## config.mk

```make
export PLATFORM = sky130hd
export DESIGN_NAME = pups_top
export DESIGN_NICKNAME = d
export VERILOG_FILES = /design/src/include/pups_pkg.sv /design/src/pups_top.sv /design/src/pups_sel_reg.sv /design/src/pups_pull_gate.sv
export SDC_FILE = /design/constraint.sdc
export NUM_CORES = 1
export LEC_CHECK = 0
export ABC_AREA = 1
export BUFFER_PORTS_ARGS = -buffer_cell sky130_fd_sc_hd__buf_2
export CAP_MARGIN = 20
export CORE_MARGIN = 4
export CORE_UTILIZATION = 37
export DETAILED_ROUTE_END_ITERATION = 10
export PLACE_DENSITY_LB_ADDON = 0.2
export SYNTH_ARGS = -nofsm -noshare
export SYNTH_HDL_FRONTEND = slang
export SYNTH_SLANG_ARGS = --single-unit
```

## constraint.sdc

```tcl
create_clock -name ref_clk -period 0.8 [get_ports ref_clk]
set_input_delay 0.04 -clock ref_clk [delete_from_list [all_inputs] [get_ports ref_clk]]
set_output_delay 0.04 -clock ref_clk [all_outputs]
set_load 0.05 [all_outputs]
```

## src/include/pups_pkg.sv

```systemverilog
`default_nettype none

package pups_pkg;

	// ---------------------------------------------------------------
	// register addresses in the cpu memory space
	// ---------------------------------------------------------------
	localparam logic [15:0] PUPS_ADDR_PORT0  = 16'hff30;
	localparam logic [15:0] PUPS_ADDR_PORT1  = 16'hff31;
	localparam logic [15:0] PUPS_ADDR_PORT3  = 16'hff33;
	localparam logic [15:0] PUPS_ADDR_PORT12 = 16'hff3c;

	localparam logic [7:0]  PUPS_RESET_VAL   = 8'h00;
	localparam logic [7:0]  PUPS_READ_NONE   = 8'h00;

	// ---------------------------------------------------------------
	// implemented bits per register and per package variant
	// ---------------------------------------------------------------
	localparam logic [7:0]  PUPS_MASK_P0_SMALL  = 8'h00;
	localparam logic [7:0]  PUPS_MASK_P1_SMALL  = 8'h0f;
	localparam logic [7:0]  PUPS_MASK_P3_SMALL  = 8'h26;
	localparam logic [7:0]  PUPS_MASK_P12_SMALL = 8'h01;
	localparam logic [7:0]  PUPS_MASK_P0_36PIN  = 8'h03;
	localparam logic [7:0]  PUPS_MASK_P1_36PIN  = 8'h0f;
	localparam logic [7:0]  PUPS_MASK_P3_36PIN  = 8'h3e;
	localparam logic [7:0]  PUPS_MASK_P12_36PIN = 8'h01;

	typedef enum logic {
		PUPS_VAR_SMALL,
		PUPS_VAR_36PIN
	} pups_variant_e;

	typedef enum logic [2:0] {
		PUPS_REG_PORT0,
		PUPS_REG_PORT1,
		PUPS_REG_PORT3,
		PUPS_REG_PORT12,
		PUPS_REG_NONE
	} pups_reg_e;

	// one cpu memory access, byte-wise or bit-wise
	typedef struct packed {
		logic [15:0] addr;
		logic        wr_byte;
		logic        wr_bit;
		logic [2:0]  bit_idx;
		logic        bit_val;
		logic [7:0]  wdata;
		logic        rd;
	} pups_cpu_req_s;

	// one byte per pull-up capable port
	typedef struct packed {
		logic [7:0] port0;
		logic [7:0] port1;
		logic [7:0] port3;
		logic [7:0] port12;
	} pups_port_bank_s;

	function automatic pups_reg_e pups_decode(input logic [15:0] addr);
		pups_reg_e r;
		r = PUPS_REG_NONE;
		if (addr == PUPS_ADDR_PORT0) begin
			r = PUPS_REG_PORT0;
		end else if (addr == PUPS_ADDR_PORT1) begin
			r = PUPS_REG_PORT1;
		end else if (addr == PUPS_ADDR_PORT3) begin
			r = PUPS_REG_PORT3;
		end else if (addr == PUPS_ADDR_PORT12) begin
			r = PUPS_REG_PORT12;
		end
		return r;
	endfunction

	function automatic logic [7:0] pups_impl_mask(input pups_variant_e v, input pups_reg_e r);
		logic [7:0] m;
		m = 8'h00;
		case (r)
			PUPS_REG_PORT0: begin
				m = (v == PUPS_VAR_36PIN) ? PUPS_MASK_P0_36PIN : PUPS_MASK_P0_SMALL;
			end
			PUPS_REG_PORT1: begin
				m = (v == PUPS_VAR_36PIN) ? PUPS_MASK_P1_36PIN : PUPS_MASK_P1_SMALL;
			end
			PUPS_REG_PORT3: begin
				m = (v == PUPS_VAR_36PIN) ? PUPS_MASK_P3_36PIN : PUPS_MASK_P3_SMALL;
			end
			PUPS_REG_PORT12: begin
				m = (v == PUPS_VAR_36PIN) ? PUPS_MASK_P12_36PIN : PUPS_MASK_P12_SMALL;
			end
			default: begin
				m = 8'h00;
			end
		endcase
		return m;
	endfunction

endpackage

`default_nettype wire

```

## src/pups_top.sv

```systemverilog
// Behaviour
// RULE_01: software-writable select bits choose the pull-up for each implemented pin
// RULE_02: each pin's pull-up is on only when select is set and pin inputs
// RULE_03: output-mode pins never get a pull-up, whatever the select bit says
// RULE_04: pins driving an alternate-function output never get a pull-up
// RULE_05: select registers take both single-bit and whole-byte writes
// RULE_06: reset clears every select register to zero, no pull-up connected
// RULE_07: select bit 0 means disconnected, 1 means pull-up requested
// RULE_08: small variant: port1 bits 0-3, port3 bits 1,2,5, port12 bit 0
// RULE_09: 36-pin variant adds port0 bits 0 and 1; the code also adds port3 bits 3 and 4 (port3 mask 8'h3e)
// RULE_10: unimplemented bits read zero and ignore writes
`timescale 1ns/1ps
`default_nettype none

module pups_top
	import pups_pkg::*;
#(
	parameter pups_variant_e VARIANT = PUPS_VAR_36PIN
) (
	// clock and reset
	input  wire logic            ref_clk,
	input  wire logic            rst_b,
	// cpu memory access
	input  wire pups_cpu_req_s   cpu_req,
	output var  logic [7:0]      rdata_ff,
	output var  logic            rvalid_ff,
	// pin conditions from the port-mode and alternate-function logic
	input  wire pups_port_bank_s pin_input_mode,
	input  wire pups_port_bank_s pin_altfn_out,
	// pull-up enables toward the pads
	output var  pups_port_bank_s pullup_en_ff
);

	// ---------------------------------------------------------------
	// address decode
	// ---------------------------------------------------------------
	pups_reg_e       hit;
	pups_port_bank_s sel;
	pups_port_bank_s pull_comb;
	pups_port_bank_s nxt_pullup_en;
	logic [7:0]      nxt_rdata;
	logic            nxt_rvalid;

	localparam logic [7:0] MASK_P0  = pups_impl_mask(VARIANT, PUPS_REG_PORT0);  // RULE_09
	localparam logic [7:0] MASK_P1  = pups_impl_mask(VARIANT, PUPS_REG_PORT1);  // RULE_08
	localparam logic [7:0] MASK_P3  = pups_impl_mask(VARIANT, PUPS_REG_PORT3);  // RULE_08
	localparam logic [7:0] MASK_P12 = pups_impl_mask(VARIANT, PUPS_REG_PORT12); // RULE_08

	always_comb begin
		hit = pups_decode(cpu_req.addr);
	end

	// ---------------------------------------------------------------
	// selection registers
	// ---------------------------------------------------------------
	// port0 exists only on the larger part; its mask is empty otherwise
	pups_sel_reg #(
		.IMPL_MASK (MASK_P0)
	) u_sel_port0 (
		.ref_clk (ref_clk),
		.rst_b   (rst_b),
		.wr_byte (cpu_req.wr_byte && (hit == PUPS_REG_PORT0)), // RULE_01
		.wr_bit  (cpu_req.wr_bit && (hit == PUPS_REG_PORT0)),
		.bit_idx (cpu_req.bit_idx),
		.bit_val (cpu_req.bit_val),
		.wdata   (cpu_req.wdata),
		.sel_ff  (sel.port0)
	);

	pups_sel_reg #(
		.IMPL_MASK (MASK_P1)
	) u_sel_port1 (
		.ref_clk (ref_clk),
		.rst_b   (rst_b),
		.wr_byte (cpu_req.wr_byte && (hit == PUPS_REG_PORT1)), // RULE_01
		.wr_bit  (cpu_req.wr_bit && (hit == PUPS_REG_PORT1)),
		.bit_idx (cpu_req.bit_idx),
		.bit_val (cpu_req.bit_val),
		.wdata   (cpu_req.wdata),
		.sel_ff  (sel.port1)
	);

	pups_sel_reg #(
		.IMPL_MASK (MASK_P3)
	) u_sel_port3 (
		.ref_clk (ref_clk),
		.rst_b   (rst_b),
		.wr_byte (cpu_req.wr_byte && (hit == PUPS_REG_PORT3)), // RULE_01
		.wr_bit  (cpu_req.wr_bit && (hit == PUPS_REG_PORT3)),
		.bit_idx (cpu_req.bit_idx),
		.bit_val (cpu_req.bit_val),
		.wdata   (cpu_req.wdata),
		.sel_ff  (sel.port3)
	);

	pups_sel_reg #(
		.IMPL_MASK (MASK_P12)
	) u_sel_port12 (
		.ref_clk (ref_clk),
		.rst_b   (rst_b),
		.wr_byte (cpu_req.wr_byte && (hit == PUPS_REG_PORT12)), // RULE_01
		.wr_bit  (cpu_req.wr_bit && (hit == PUPS_REG_PORT12)),
		.bit_idx (cpu_req.bit_idx),
		.bit_val (cpu_req.bit_val),
		.wdata   (cpu_req.wdata),
		.sel_ff  (sel.port12)
	);

	// ---------------------------------------------------------------
	// pull-up gating
	// ---------------------------------------------------------------
	pups_pull_gate u_gate_port0 (
		.sel        (sel.port0),
		.input_mode (pin_input_mode.port0),
		.altfn_out  (pin_altfn_out.port0),
		.pull_en    (pull_comb.port0)
	);

	pups_pull_gate u_gate_port1 (
		.sel        (sel.port1),
		.input_mode (pin_input_mode.port1),
		.altfn_out  (pin_altfn_out.port1),
		.pull_en    (pull_comb.port1)
	);

	pups_pull_gate u_gate_port3 (
		.sel        (sel.port3),
		.input_mode (pin_input_mode.port3),
		.altfn_out  (pin_altfn_out.port3),
		.pull_en    (pull_comb.port3)
	);

	pups_pull_gate u_gate_port12 (
		.sel        (sel.port12),
		.input_mode (pin_input_mode.port12),
		.altfn_out  (pin_altfn_out.port12),
		.pull_en    (pull_comb.port12)
	);

	// ---------------------------------------------------------------
	// read path and pad enables
	// ---------------------------------------------------------------
	// unimplemented bits are already zero in the stored value
	always_comb begin
		nxt_rvalid = cpu_req.rd;
		nxt_rdata  = rdata_ff;
		if (cpu_req.rd) begin
			if (hit == PUPS_REG_PORT0) begin
				nxt_rdata = sel.port0; // RULE_10
			end else if (hit == PUPS_REG_PORT1) begin
				nxt_rdata = sel.port1;
			end else if (hit == PUPS_REG_PORT3) begin
				nxt_rdata = sel.port3;
			end else if (hit == PUPS_REG_PORT12) begin
				nxt_rdata = sel.port12;
			end else begin
				nxt_rdata = PUPS_READ_NONE;
			end
		end
		// registered so pads see a glitch-free enable; costs one cycle
		nxt_pullup_en = pull_comb; // RULE_02
	end

	always_ff @(posedge ref_clk or negedge rst_b) begin
		if (!rst_b) begin
			rdata_ff     <= PUPS_READ_NONE;
			rvalid_ff    <= 1'b0;
			pullup_en_ff <= '0; // RULE_06
		end else begin
			rdata_ff     <= nxt_rdata;
			rvalid_ff    <= nxt_rvalid;
			pullup_en_ff <= nxt_pullup_en;
		end
	end

endmodule

`default_nettype wire

```

## src/pups_sel_reg.sv

```systemverilog
`timescale 1ns/1ps
`default_nettype none

module pups_sel_reg
	import pups_pkg::*;
#(
	parameter logic [7:0] IMPL_MASK = 8'hff
) (
	// clock and reset
	input  wire logic       ref_clk,
	input  wire logic       rst_b,
	// write access, already decoded for this register
	input  wire logic       wr_byte,
	input  wire logic       wr_bit,
	input  wire logic [2:0] bit_idx,
	input  wire logic       bit_val,
	input  wire logic [7:0] wdata,
	// stored selection
	output var  logic [7:0] sel_ff
);

	logic [7:0] nxt_sel;
	logic [7:0] bit_upd;

	// ---------------------------------------------------------------
	// next value
	// ---------------------------------------------------------------
	always_comb begin
		bit_upd = sel_ff;
		bit_upd[bit_idx] = bit_val;
		nxt_sel = sel_ff;
		if (wr_byte) begin
			nxt_sel = wdata & IMPL_MASK; // RULE_05 RULE_10
		end else if (wr_bit) begin
			// only the addressed bit moves, neighbours keep their value
			nxt_sel = bit_upd & IMPL_MASK; // RULE_05 RULE_10
		end
	end

	always_ff @(posedge ref_clk or negedge rst_b) begin
		if (!rst_b) begin
			sel_ff <= PUPS_RESET_VAL; // RULE_06
		end else begin
			sel_ff <= nxt_sel;
		end
	end

endmodule

`default_nettype wire

```

## src/pups_pull_gate.sv

```systemverilog
`timescale 1ns/1ps
`default_nettype none

module pups_pull_gate
	import pups_pkg::*;
(
	// per-pin conditions
	input  wire logic [7:0] sel,
	input  wire logic [7:0] input_mode,
	input  wire logic [7:0] altfn_out,
	// pull-up request
	output var  logic [7:0] pull_en
);

	// ---------------------------------------------------------------
	// per-pin gating
	// ---------------------------------------------------------------
	always_comb begin
		// a 0 select bit never connects; output or alt-fn output pins veto it
		pull_en = sel & input_mode & ~altfn_out; // RULE_02 RULE_03 RULE_04 RULE_07
	end

endmodule

`default_nettype wire

```

# ---- After elaboration in Yosys (flattened, before gate mapping)
# Cells that the tools add are included.
dict set report totals {
  mem_bits_rw 0
  in_bits 97
  ff_bits 73
  n_memories 0
  mem_bits_ro 0
  latchBits 0
}
dict set report classes {
  n_reduce_logical 14
  multipliers 0
  n_mux 22
  magnitude_cmp 2
  bitwise 12
  n_shift 0
  addsub 0
  div_mod_pow 0
  eq_ne 7
}
# operator n
set ops {}
lappend ops {{8-bit two-way mux} 12}
lappend ops {{8-bit AND} 8}
lappend ops {{16-bit equality test (second input constant)} 4}
lappend ops {{8-bit bitwise mux} 4}
lappend ops {{8-bit NOT} 4}
lappend ops {{3-bit two-way mux} 4}
lappend ops {{1-bit logical AND} 9}
lappend ops {{2-bit nonzero test} 4}
lappend ops {{3-bit by 2-bit equality test with 1-bit output (second input constant)} 2}
lappend ops {{3-bit by 4-bit < comparator with 1-bit output (second input constant)} 1}
lappend ops {{1-bit demux with 3-bit select} 1}
lappend ops {{3-bit by 1-bit equality test with 1-bit output (second input constant)} 1}
lappend ops {{3-bit by 1-bit >= comparator with 1-bit output (second input constant)} 1}
lappend ops {{3-bit zero test} 1}
lappend ops {{1-bit two-way mux} 1}

# ---- Longest topological paths before layout
# Gate-level depths: netlist of run 1.
dict set report logic_depth {
  ltp_word 10
  depth_mapped 10
  mapped_depth_nobuf 9
}

# ---- By module
# From an unflattened synthesis of run 1, not the netlist that was laid out.
dict set report hier_totals {
  cells_unflattened 395
  hier_area_um2 3065.4
}
# module area_per_inst_um2 cells_each n_inst
set by_module_without_submodules {}
lappend by_module_without_submodules {pups_top 1741.7 173 1}
lappend by_module_without_submodules {{pups_sel_reg at u_sel_port3} 361.6 58 1}
lappend by_module_without_submodules {pups_pull_gate 80.1 16 4}
lappend by_module_without_submodules {{pups_sel_reg at u_sel_port1} 307.8 48 1}
lappend by_module_without_submodules {{pups_sel_reg at u_sel_port0} 192.7 30 1}
lappend by_module_without_submodules {{pups_sel_reg at u_sel_port12} 141.4 22 1}

# ---- Worst setup path before layout of run 1
# Ideal clock, no wire load.
dict set report synth_timing {
  path_kind {input to register}
  from {input cpu_req[26] (netlist name)}
  to {register u_sel_port3.sel_ff[4]}
  arrival_ns 0.790
  setup_time_ns 0.119
  stages 8
  path_slack_ns -0.109
  cell_sequence {nand2_1 nor2_4 nand2_4 nor2_4 buf_6 nand3b_1 nand3_1 nand2_1}
}
dict set report synth_via {
  elab_chain_len 8
  elab_cells_between_ends 13
  cone_classes {5 x eq/ne; 5 x mux; 3 x reduce/logical}
}
# element line
set synth_lines {}
lappend synth_lines {{start: declaration} pups_top.sv:24} ;# input wire pups_cpu_req_s cpu_req,
lappend synth_lines {{16-bit equality test} pups_pkg.sv:69} ;# end else if (addr == PUPS_ADDR_PORT12) begin
lappend synth_lines {{3-bit two-way mux} pups_pkg.sv:69}
lappend synth_lines {{3-bit two-way mux} pups_pkg.sv:67} ;# end else if (addr == PUPS_ADDR_PORT3) begin
lappend synth_lines {{3-bit two-way mux} pups_pkg.sv:65} ;# end else if (addr == PUPS_ADDR_PORT1) begin
lappend synth_lines {{3-bit two-way mux (*)} pups_pkg.sv:63} ;# if (addr == PUPS_ADDR_PORT0) begin
lappend synth_lines {{3-bit by 2-bit equality test with 1-bit output (*)} {pups_top.sv:88, pups_top.sv:89}}
lappend synth_lines {{1-bit logical AND (on tied branches)} {pups_top.sv:88, pups_top.sv:89}}
lappend synth_lines {{8-bit two-way mux / 2-bit nonzero test (equally long branches)} -}
lappend synth_lines {{end signal: assignment} pups_sel_reg.sv:44} ;# sel_ff <= nxt_sel;
lappend synth_lines {{end: declaration} pups_sel_reg.sv:19} ;# output var logic [7:0] sel_ff
# Mark *: on every way between the ends. The rest lies on a longest branch, timed or not.
# A chain may end at the register's enable or synchronous reset.

# ---- Final worst setup path of run 1
dict set report layout_timing {
  from {register rdata_ff[4]}
  to {output rdata_ff[4]}
}
# element line
set layout_lines {}
lappend layout_lines {{start: declaration} pups_top.sv:25} ;# output var logic [7:0] rdata_ff,
lappend layout_lines {{start signal: assignment} pups_top.sv:170} ;# rdata_ff <= nxt_rdata;
# No word-level cell between the ends.

==> results of run 1 <==
[layer usage]
layer / track usage [%] / routed length, µm
met2: 29.8 / 2780
met4: 7.77 / 81
met1: 21.5 / 2320
met5: 0 / 0
met3: 2.35 / 311
[repair_timing]
action,in CTS,in global routing
pin swaps,12,35
endpoints found under the setup margin,34,36
resized for setup,50,45
hold buffers,26,0
setup buffers,1,4
endpoints found under the hold margin,44,0
cloned,2,0
[layout make-up]
cell class | instances | share of cell area, %
clock buffer | 7 | 2.56
multi-input combinational | 203 | 34.6
inverter | 34 | 4.75
sequential | 31 | 23.2
clock inverter | 1 | 0.148
timing repair buffer | 128 | 32.1
tap | 70 | 2.60
[Yosys cell counts]
library cell / count / area [µm²]
nor2_8: 1 / 20.0
o211ai_2: 1 / 12.5
nor3_1: 1 / 5.00
buf_6: 1 / 11.3
buf_2: 2 / 10.0
nand2_1: 89 / 334
nand2_2: 2 / 12.5
nand3b_1: 4 / 30.0
conb_1: 1 / 3.75
nand2_4: 1 / 11.3
nand4_1: 5 / 31.3
o2111ai_1: 1 / 8.76
inv_2: 8 / 30.0
inv_1: 25 / 93.8
o211ai_1: 1 / 7.51
nor3_2: 1 / 10.0
o31ai_1: 2 / 15.0
nor2_2: 3 / 18.8
nand3_2: 2 / 20.0
nor2_4: 3 / 33.8
o21ai_0: 1 / 5.00
o21ai_1: 11 / 55.1
nand3_1: 20 / 100
clkinv_1: 1 / 3.75
nor2_1: 29 / 109
dfrtp_1: 31 / 776
a21boi_1: 1 / 7.51
buf_4: 22 / 165
[metrics by stage]
| step | power [mW] | setup WS, ns | hold WS, ns |
|---|---|---|---|
| 2_1_floorplan | 2.12 | -0.0682 | -0.256 |
| 3_3_place_gp | 2.34 | -0.365 | 0.00595 |
| 3_5_place_dp | 2.35 | -0.417 | 0.00301 |
| 4_1_cts | 3.72 | -0.0982 | 0.0402 |
| 5_1_grt | 3.97 | -0.138 | 0.0461 |
| 6_report | 3.76 | -0.0999 | 0.0494 |
[cell families (layout without fill, tap and decap cells)]
logic type / Yosys count / count (layout)
flip-flops: 31 / 31
AO/OA/AOI/OAI: 18 / 18
buffers and inverters: 59 / 170
other: 1 / 22
AND/OR/NAND/NOR: 161 / 163
[power breakdown]
part           switching, mW  internal, mW  leakage [nW]  total (mW)
registers            0.00393          1.58         0.408        1.58
logic                  0.572         0.356          1.34       0.928
clock network          0.558         0.693        0.0482        1.25
[registers in the layout (all words and copies together), names as in the netlist]
| register | cells |
|---|---|
| pullup_en_ff | 12 |
| u_sel_port1.sel_ff | 4 |
| rdata_ff | 6 |
| u_sel_port0.sel_ff | 2 |
| rvalid_ff | 1 |
| u_sel_port12.sel_ff | 1 |
| u_sel_port3.sel_ff | 5 |
[worst paths after layout]
kind,to,slack [ns]
max in group asynchronous,rdata_ff[1],0.37
min in group asynchronous,pullup_en_ff[24],0.25
hold / removal,rdata_ff[2],0.05
setup / recovery,rdata_ff[4],-0.1
hold reg to reg,rdata_ff[1],0.50
setup reg to reg,rdata_ff[0],0
==> results.cfg, run 1 <==
[power_and_ir_drop]
power.density_nw_per_um2 = 1110
leakage_nw = 1.80
ir_worst_vdd_mv = 0.600

[route]
drc_errors = 0
wirelength_um = 5500
wl_per_cell_um = 11.6
drtPass1Iterations = 4
drt_iter0_drc = 71
ant_nets = 0
viasPerCell = 4.38
num_vias = 2077

[worst_hold_path]
min_path_type = in -> reg
hold_depth = 3
worstHoldStart = cpu_req[0]

[sta]
fin_crit_ns = 0.900
finalSetupViolations = 28
period_share_pct = 112
rsz0062_at_grt = true
timing.fmax_mhz = 1110
timing.setup.tns_ns = -1.36
fin_skew_ns = 0.00624
drv_slew = 0
finalWorstSetupSlack_ns = -0.0999
hold_violations = 0

[placement]
hpwl_um = 3690
io_buffers = 73
placed_area_um2 = 2600
place_inst = 433
gp_congestion = 0.809

[worst_setup_path]
cp_max_fo = 2
end_kind = output pin
critPathMaxStageDelay_ns = 0.42
critPathArrivalTime_ns = 0.86
reg2reg_from = u_sel_port12.sel_ff[0]
startpoint = rdata_ff[4]
crit_cells = 1
path_cells = buf_8
cp_top_family = flip-flops
worst_setup_path_start_kind = flop
worstSetupPathType = reg -> out
crit_buf_inv = 1
cp.required_ns = 0.76
slowest_stage = dfrtp_2
r2r_cells = 4

[logic_synthesis]
synth-adder-area-share_pct = 0
synth-seq-cells = 31
synth_top_family_by_area = simple AND/OR/NAND/NOR gates
synth_warnings = 0
ys_types = 28
yosys.area_share.simple_pct = 37.9
muxShareOfSynthArea_pct = 0
syn_avg_cell_area_um2 = 7.19
synth-xor-area-share_pct = 0
syn_area_um2 = 1940
ys_seq_area_share_pct = 40.0
syn_inst = 270
synth-compound-area-share_pct = 5.74

[finish]
postLayoutCoreUtil_pct = 66.1
n_antenna_cell = 0
final_common_cell = nand2_1
drive_gt1_share_pct = 44.3
multi_input_area_um2 = 1170
final_nets = 500
fill_cells = 449
final_cell_mix = nand2_1, buf_2, buf_6
fin_cells = 474
fin_area_um2 = 3370
syn_to_final_growth_pct = 73.9
seq_area_um2 = 783

[cts]
clock_path_buffers = 2
clk_latency_ns = 0.28
cts_sinks = 31
cts-buffers-inserted = 5
cts_tree = done
cts.clk_slew.worst_paths_ns = 0.07
cts_root_buffer = clkbuf_8
cts_max_level = 2

[global_route]
grt_max_degree = 32
first_global_vias = 1986
gr-total-overflow = 0
grt_use_total_pct = 17.4
grt_pass1_wl_um = 8870
antenna_found_initial = 0

[status]
status = complete, but fails checks
violations = setup timing

[floorplanning]
rows = 26
ios = 138
die_w_um = 80.4
core_area_um2 = 5110
die_h_um = 80.4
die_area_um2 = 6470
start_util_pct = 38.0

[flow_run]
max-cap-violations = 0
Power figures use the tool's default switching activity.
==> run 2, diff against run 1 <==
- CORE_MARGIN: 4 -> default
==> results.cfg, run 2 (synthesis gave the netlist of run 1 again) <==
[global_route]
grt_pass1_wl_um = 8090
grt_max_degree = 23
antenna_found_initial = 0
first_global_vias = 1940
gr-total-overflow = 0
grt_use_total_pct = 19.3

[finish]
largest_register_ff_count = 12
n_antenna_cell = 0
drive_gt1_share_pct = 43.5
seq_area_um2 = 783
final_common_cell = nand2_1
top_register = pullup_en_ff
final_cell_mix = nand2_1, buf_2, buf_6
multi_input_area_um2 = 1130
top_regs = pullup_en_ff x12, rdata_ff x6, u_sel_port3.sel_ff x5
fill_cells = 433
syn_to_final_growth_pct = 68.4
final_nets = 492

[worst_setup_path]
cp_top_family = flip-flops
slowest_stage = dfrtp_2
end_kind = output pin
cp_max_fo = 2
cp.required_ns = 0.76
path_cells = buf_6
worstSetupPathType = reg -> out
critPathArrivalTime_ns = 0.84
crit_buf_inv = 1
worst_setup_path_start_kind = flop
critPathMaxStageDelay_ns = 0.41

[status]
status = complete, but fails checks
violations = setup timing

[sta]
drv_slew = 0
hold_violations = 0
rsz0062_at_grt = true
period_share_pct = 110
finalSetupViolations = 21
timing.fmax_mhz = 1140
fin_skew_ns = 0.00668
finalWorstSetupSlack_ns = -0.0783
fin_crit_ns = 0.878

[route]
wl_per_cell_um = 10.5
viasPerCell = 4.32
top_layer = met4
route.met3.wl_um = 237
wirelength_um = 4840
drc_errors = 0
num_vias = 1997
ant_nets = 0
drt_iter0_drc = 61
m1WireLength_um = 2110
wl_met2_um = 2410
drtPass1Iterations = 4

[power_and_ir_drop]
seqPwrFrac_pct = 43.0
p_sw_share_pct = 29.6
p_clk_share_pct = 32.9
total_power_mw = 3.68
p_comb_share_pct = 24.2
internal_power_mw = 2.59
switchingPower_mw = 1.09
ir_worst_vdd_mv = 0.743
leakage_nw = 1.78
power.density_nw_per_um2 = 1120

[floorplanning]
start_util_pct = 39.8
die_w_um = 74.4
rows = 25
core_area_um2 = 4880
die_h_um = 74.4
die_area_um2 = 5540
ios = 138

[cts]
clock_path_buffers = 2
cts_root_buffer = clkbuf_8
cts_max_level = 2
cts.clk_slew.worst_paths_ns = 0.06
cts-buffers-inserted = 5
cts_tree = done
clk_latency_ns = 0.28
cts_sinks = 31

[worst_hold_path]
min_path_type = in -> reg

[placement]
gp_congestion = 0.838
hpwl_um = 3490
io_buffers = 73
dp_worst_setup_slack_ns = -0.368

[flow_run]
max-cap-violations = 0
## run 2: layout make-up
type / count / share of cell area [%]
timing repair buffer: 122 / 31.4
sequential: 31 / 24.0
inverter: 34 / 4.90
tap: 67 / 2.57
clock inverter: 1 / 0.153
clock buffer: 6 / 2.53
multi-input combinational: 201 / 34.5
## run 2: power by group through the flow
stage / registers, mW / clock network (mW) / logic (mW)
after floorplan: 1.64 / 0 / 0.490
after global placement: 1.61 / 0 / 0.722
after detailed placement: 1.61 / 0 / 0.725
after CTS: 1.58 / 1.24 / 0.849
after global routing: 1.58 / 1.30 / 0.961
final: 1.58 / 1.21 / 0.889
## run 2: through the flow
step	TNS, ns	hold slack, ns	instances	instance area (µm²)	utilization, %
2_1_floorplan	-0.376	-0.256	291	2140	-
3_3_place_gp	-5.21	-0.0785	425	2550	52.4
3_5_place_dp	-5.58	-0.0803	425	2550	52.4
4_1_cts	-1.20	0.0411	461	3100	63.5
5_1_grt	-2.25	0.0917	462	3270	67.0
6_report	-1.06	0.0583	462	3270	67.0
## run 2: worst paths after layout
check                                        end             startpoint  slack, ns  cells past startpoint
hold reg to reg                      rdata_ff[5]            rdata_ff[5]       0.50                      2
setup reg to reg           u_sel_port3.sel_ff[1]  u_sel_port3.sel_ff[1]       0.01                      3
hold / removal                       rdata_ff[2]             cpu_req[0]       0.06                      3
max in group asynchronous            rdata_ff[2]                  rst_b       0.25                      3
setup / recovery                     rdata_ff[4]            rdata_ff[4]      -0.08                      1
min in group asynchronous  u_sel_port1.sel_ff[1]                  rst_b       0.16                      2
## run 2: timing repair
item / in CTS / in global routing
hold buffers: 26 / 0
buffers inserted: 4 / 1
setup endpoints to repair: 32 / 35
resized for setup: 54 / 41
hold endpoints to repair: 44 / 0
pin swaps: 17 / 23
## run 2: routing by layer
layer	vias up	global-route usage (%)
li1	1045	-
met1	874	22.6
met2	72	34.1
met3	6	3.66
met4	0	8.81
met5	-	0
==> run 3, diff against run 2 <==
- ABC_AREA: 1 -> default
- CORE_UTILIZATION: 37 -> 35
==> results.cfg, run 3 <==
[status]
status = complete, but fails checks
violations = setup timing

[logic_synthesis]
synth_top_area_cell = dfrtp_1
synth_most_common_cell = dfrtp_1
synth-seq-cells = 31
ys_seq_area_share_pct = 45.0
ys_types = 40
syn_inst = 176
synth_top_area_share_pct = 45.0
synth_edf_count = 0
synth_ff_type = dfrtp_1
yosys-top-cells-count = dfrtp_1, nand2_1, buf_4
async_flop_share_pct = 100
synth_warnings = 0
synth.area.top_cells = dfrtp_1, buf_4, nand2_1
syn_avg_cell_area_um2 = 9.80
syn_area_um2 = 1730

[finish]
syn_to_final_growth_pct = 84.0
top_register = pullup_en_ff
n_antenna_cell = 0
fin_cells = 395
final_cell_mix = buf_2, buf_4, dfrtp_1
drive_gt1_share_pct = 51.8
largest_register_ff_count = 12
top_regs = pullup_en_ff x12, rdata_ff x6, u_sel_port3.sel_ff x5
final_common_cell = buf_2
final_nets = 424

[sta]
hold_violations = 0
period_share_pct = 148
drv_slew = 0
finalSetupViolations = 38
finalWorstSetupSlack_ns = -0.386
fin_crit_ns = 1.19
holdWs_ns = 0.0242
timing.fmax_mhz = 843
fin_skew_ns = 0.00457
rsz0062_at_grt = true

[cts]
clock_path_buffers = 2
cts_tree = done
clk_latency_ns = 0.29
cts_max_level = 2
cts_root_buffer = clkbuf_8
cts.clk_slew.worst_paths_ns = 0.06
cts-buffers-inserted = 5
cts_sinks = 31

[worst_setup_path]
cp_max_fo = 4
reg2reg_from = u_sel_port12.sel_ff[0]
worstSetupPathType = in -> reg
end_kind = flop
r2r_cells = 4
worst_setup_path_start_kind = input port
startpoint = cpu_req[16]
critPathMaxStageDelay_ns = 0.54
slowest_stage = or4b_4
path_cells = buf_8 > or4b_4 > nor4_4 > nand2_1 > mux2_1
r2r-end = rdata_ff[0]
critPathArrivalTime_ns = 1.36
cp.required_ns = 0.97
r2r_slack_ns = -0.27

[route]
wirelength_um = 4680
wl_per_cell_um = 11.9
drc_errors = 0
ant_nets = 0
drtPass1Iterations = 4
viasPerCell = 4.48
num_vias = 1771
drt_iter0_drc = 70

[placement]
place_inst = 355
gp_congestion = 0.853
io_buffers = 73
dp_worst_setup_slack_ns = -0.695
hpwl_um = 3290

[worst_hold_path]
whs_endpoint = u_sel_port3.sel_ff[4]
worstHoldStart = cpu_req[5]
min_path_type = in -> reg
hold_depth = 3

[floorplanning]
die_w_um = 72.2
ios = 138
start_util_pct = 36.5
die_h_um = 72.2
core_area_um2 = 4720
die_area_um2 = 5210
rows = 25

[global_route]
first_global_vias = 1715
antenna_found_initial = 0
grt_pass1_wl_um = 7610
grt_use_total_pct = 19.3
grt_max_degree = 18
gr-total-overflow = 0

[power_and_ir_drop]
ir_worst_vdd_mv = 0.651
leakage_nw = 1.63
power.density_nw_per_um2 = 1260

[flow_run]
max-cap-violations = 0
run 3: cell count changes after synthesis, sizes merged, moves of 5 or more:
cell and change:
nor2b +6, nand2 -64, nand3 -18, nor2 -20
inv -29, mux2 +12, o21ai -5
run 3: final cells by class:
type,count,area (µm²)
fill,362,1550
timing repair buffer,150,1200
multi-input combinational,135,977
sequential,31,781
tap,67,83.8
clock buffer,6,82.6
clock inverter,2,35.0
inverter,4,15.0
run 3: per-stage QoR:
| step | TNS, ns | instance area (µm²) | util [%] | power (mW) |
|---|---|---|---|---|
| after floorplan | -5.70 | 1860 | - | 2.05 |
| after global placement | -9.10 | 2440 | 51.8 | 2.28 |
| after detailed placement | -9.55 | 2440 | 51.8 | 2.28 |
| after CTS | -5.36 | 3080 | 65.2 | 4.03 |
| after global routing | -7.05 | 3180 | 67.2 | 4.17 |
| final | -5.72 | 3180 | 67.2 | 4.00 |
run 3: per-layer routing:
| layer | part of all wire [%] | track usage (%) | up-vias | wire length [µm] |
|---|---|---|---|---|
| li1 | - | - | 889 | - |
| met1 | 45 | 23.9 | 810 | 2090 |
| met2 | 49 | 32.7 | 66 | 2280 |
| met3 | 5.3 | 4.03 | 6 | 248 |
| met4 | 1.5 | 7.84 | 0 | 70 |
| met5 | 0 | 0 | - | 0 |
run 3: how the worst max path moves through the flow:
stage,slack [ns],depth (start not counted),to
detailed placement,-0.70,6,u_sel_port3.sel_ff[1]
global route,-0.43,5,u_sel_port1.sel_ff[2]
global placement,-0.67,5,u_sel_port1.sel_ff[2]
CTS,-0.35,5,u_sel_port1.sel_ff[2]
floorplan,-0.59,5,u_sel_port1.sel_ff[0]
finish,-0.39,5,u_sel_port1.sel_ff[3]
run 3: power breakdown:
| group | leakage (nW) | total, mW | switching, mW | internal [mW] |
|---|---|---|---|---|
| registers | 0.424 | 1.57 | 0.00118 | 1.57 |
| logic | 1.14 | 0.837 | 0.482 | 0.355 |
| clock network | 0.0612 | 1.59 | 0.586 | 1.01 |
run 3: logic make-up (layout without fill, tap and decap cells):
group | count (synthesis) | in the layout | share of synthesized area, %
flops | 31 | 31 | 45.0
other cells | 1 | 22 | 0.217
simple gates | 75 | 75 | 23.9
mux | 13 | 13 | 8.41
compound gates | 25 | 25 | 10.4
buf+inv | 31 | 162 | 12.0
run 3: worst max-delay path, delay by kind of cell:
kind / cells / cell delay [ns]
simple gates: 3 / 0.89
mux: 1 / 0.32
buf+inv: 1 / 0.10
run 3: what timing repair did:
action,in CTS,in global routing
hold endpoints to repair,44,0
endpoints found under the setup margin,37,37
hold buffers,26,0
pin swaps,13,13
buffers inserted,2,5
resized for setup,74,19
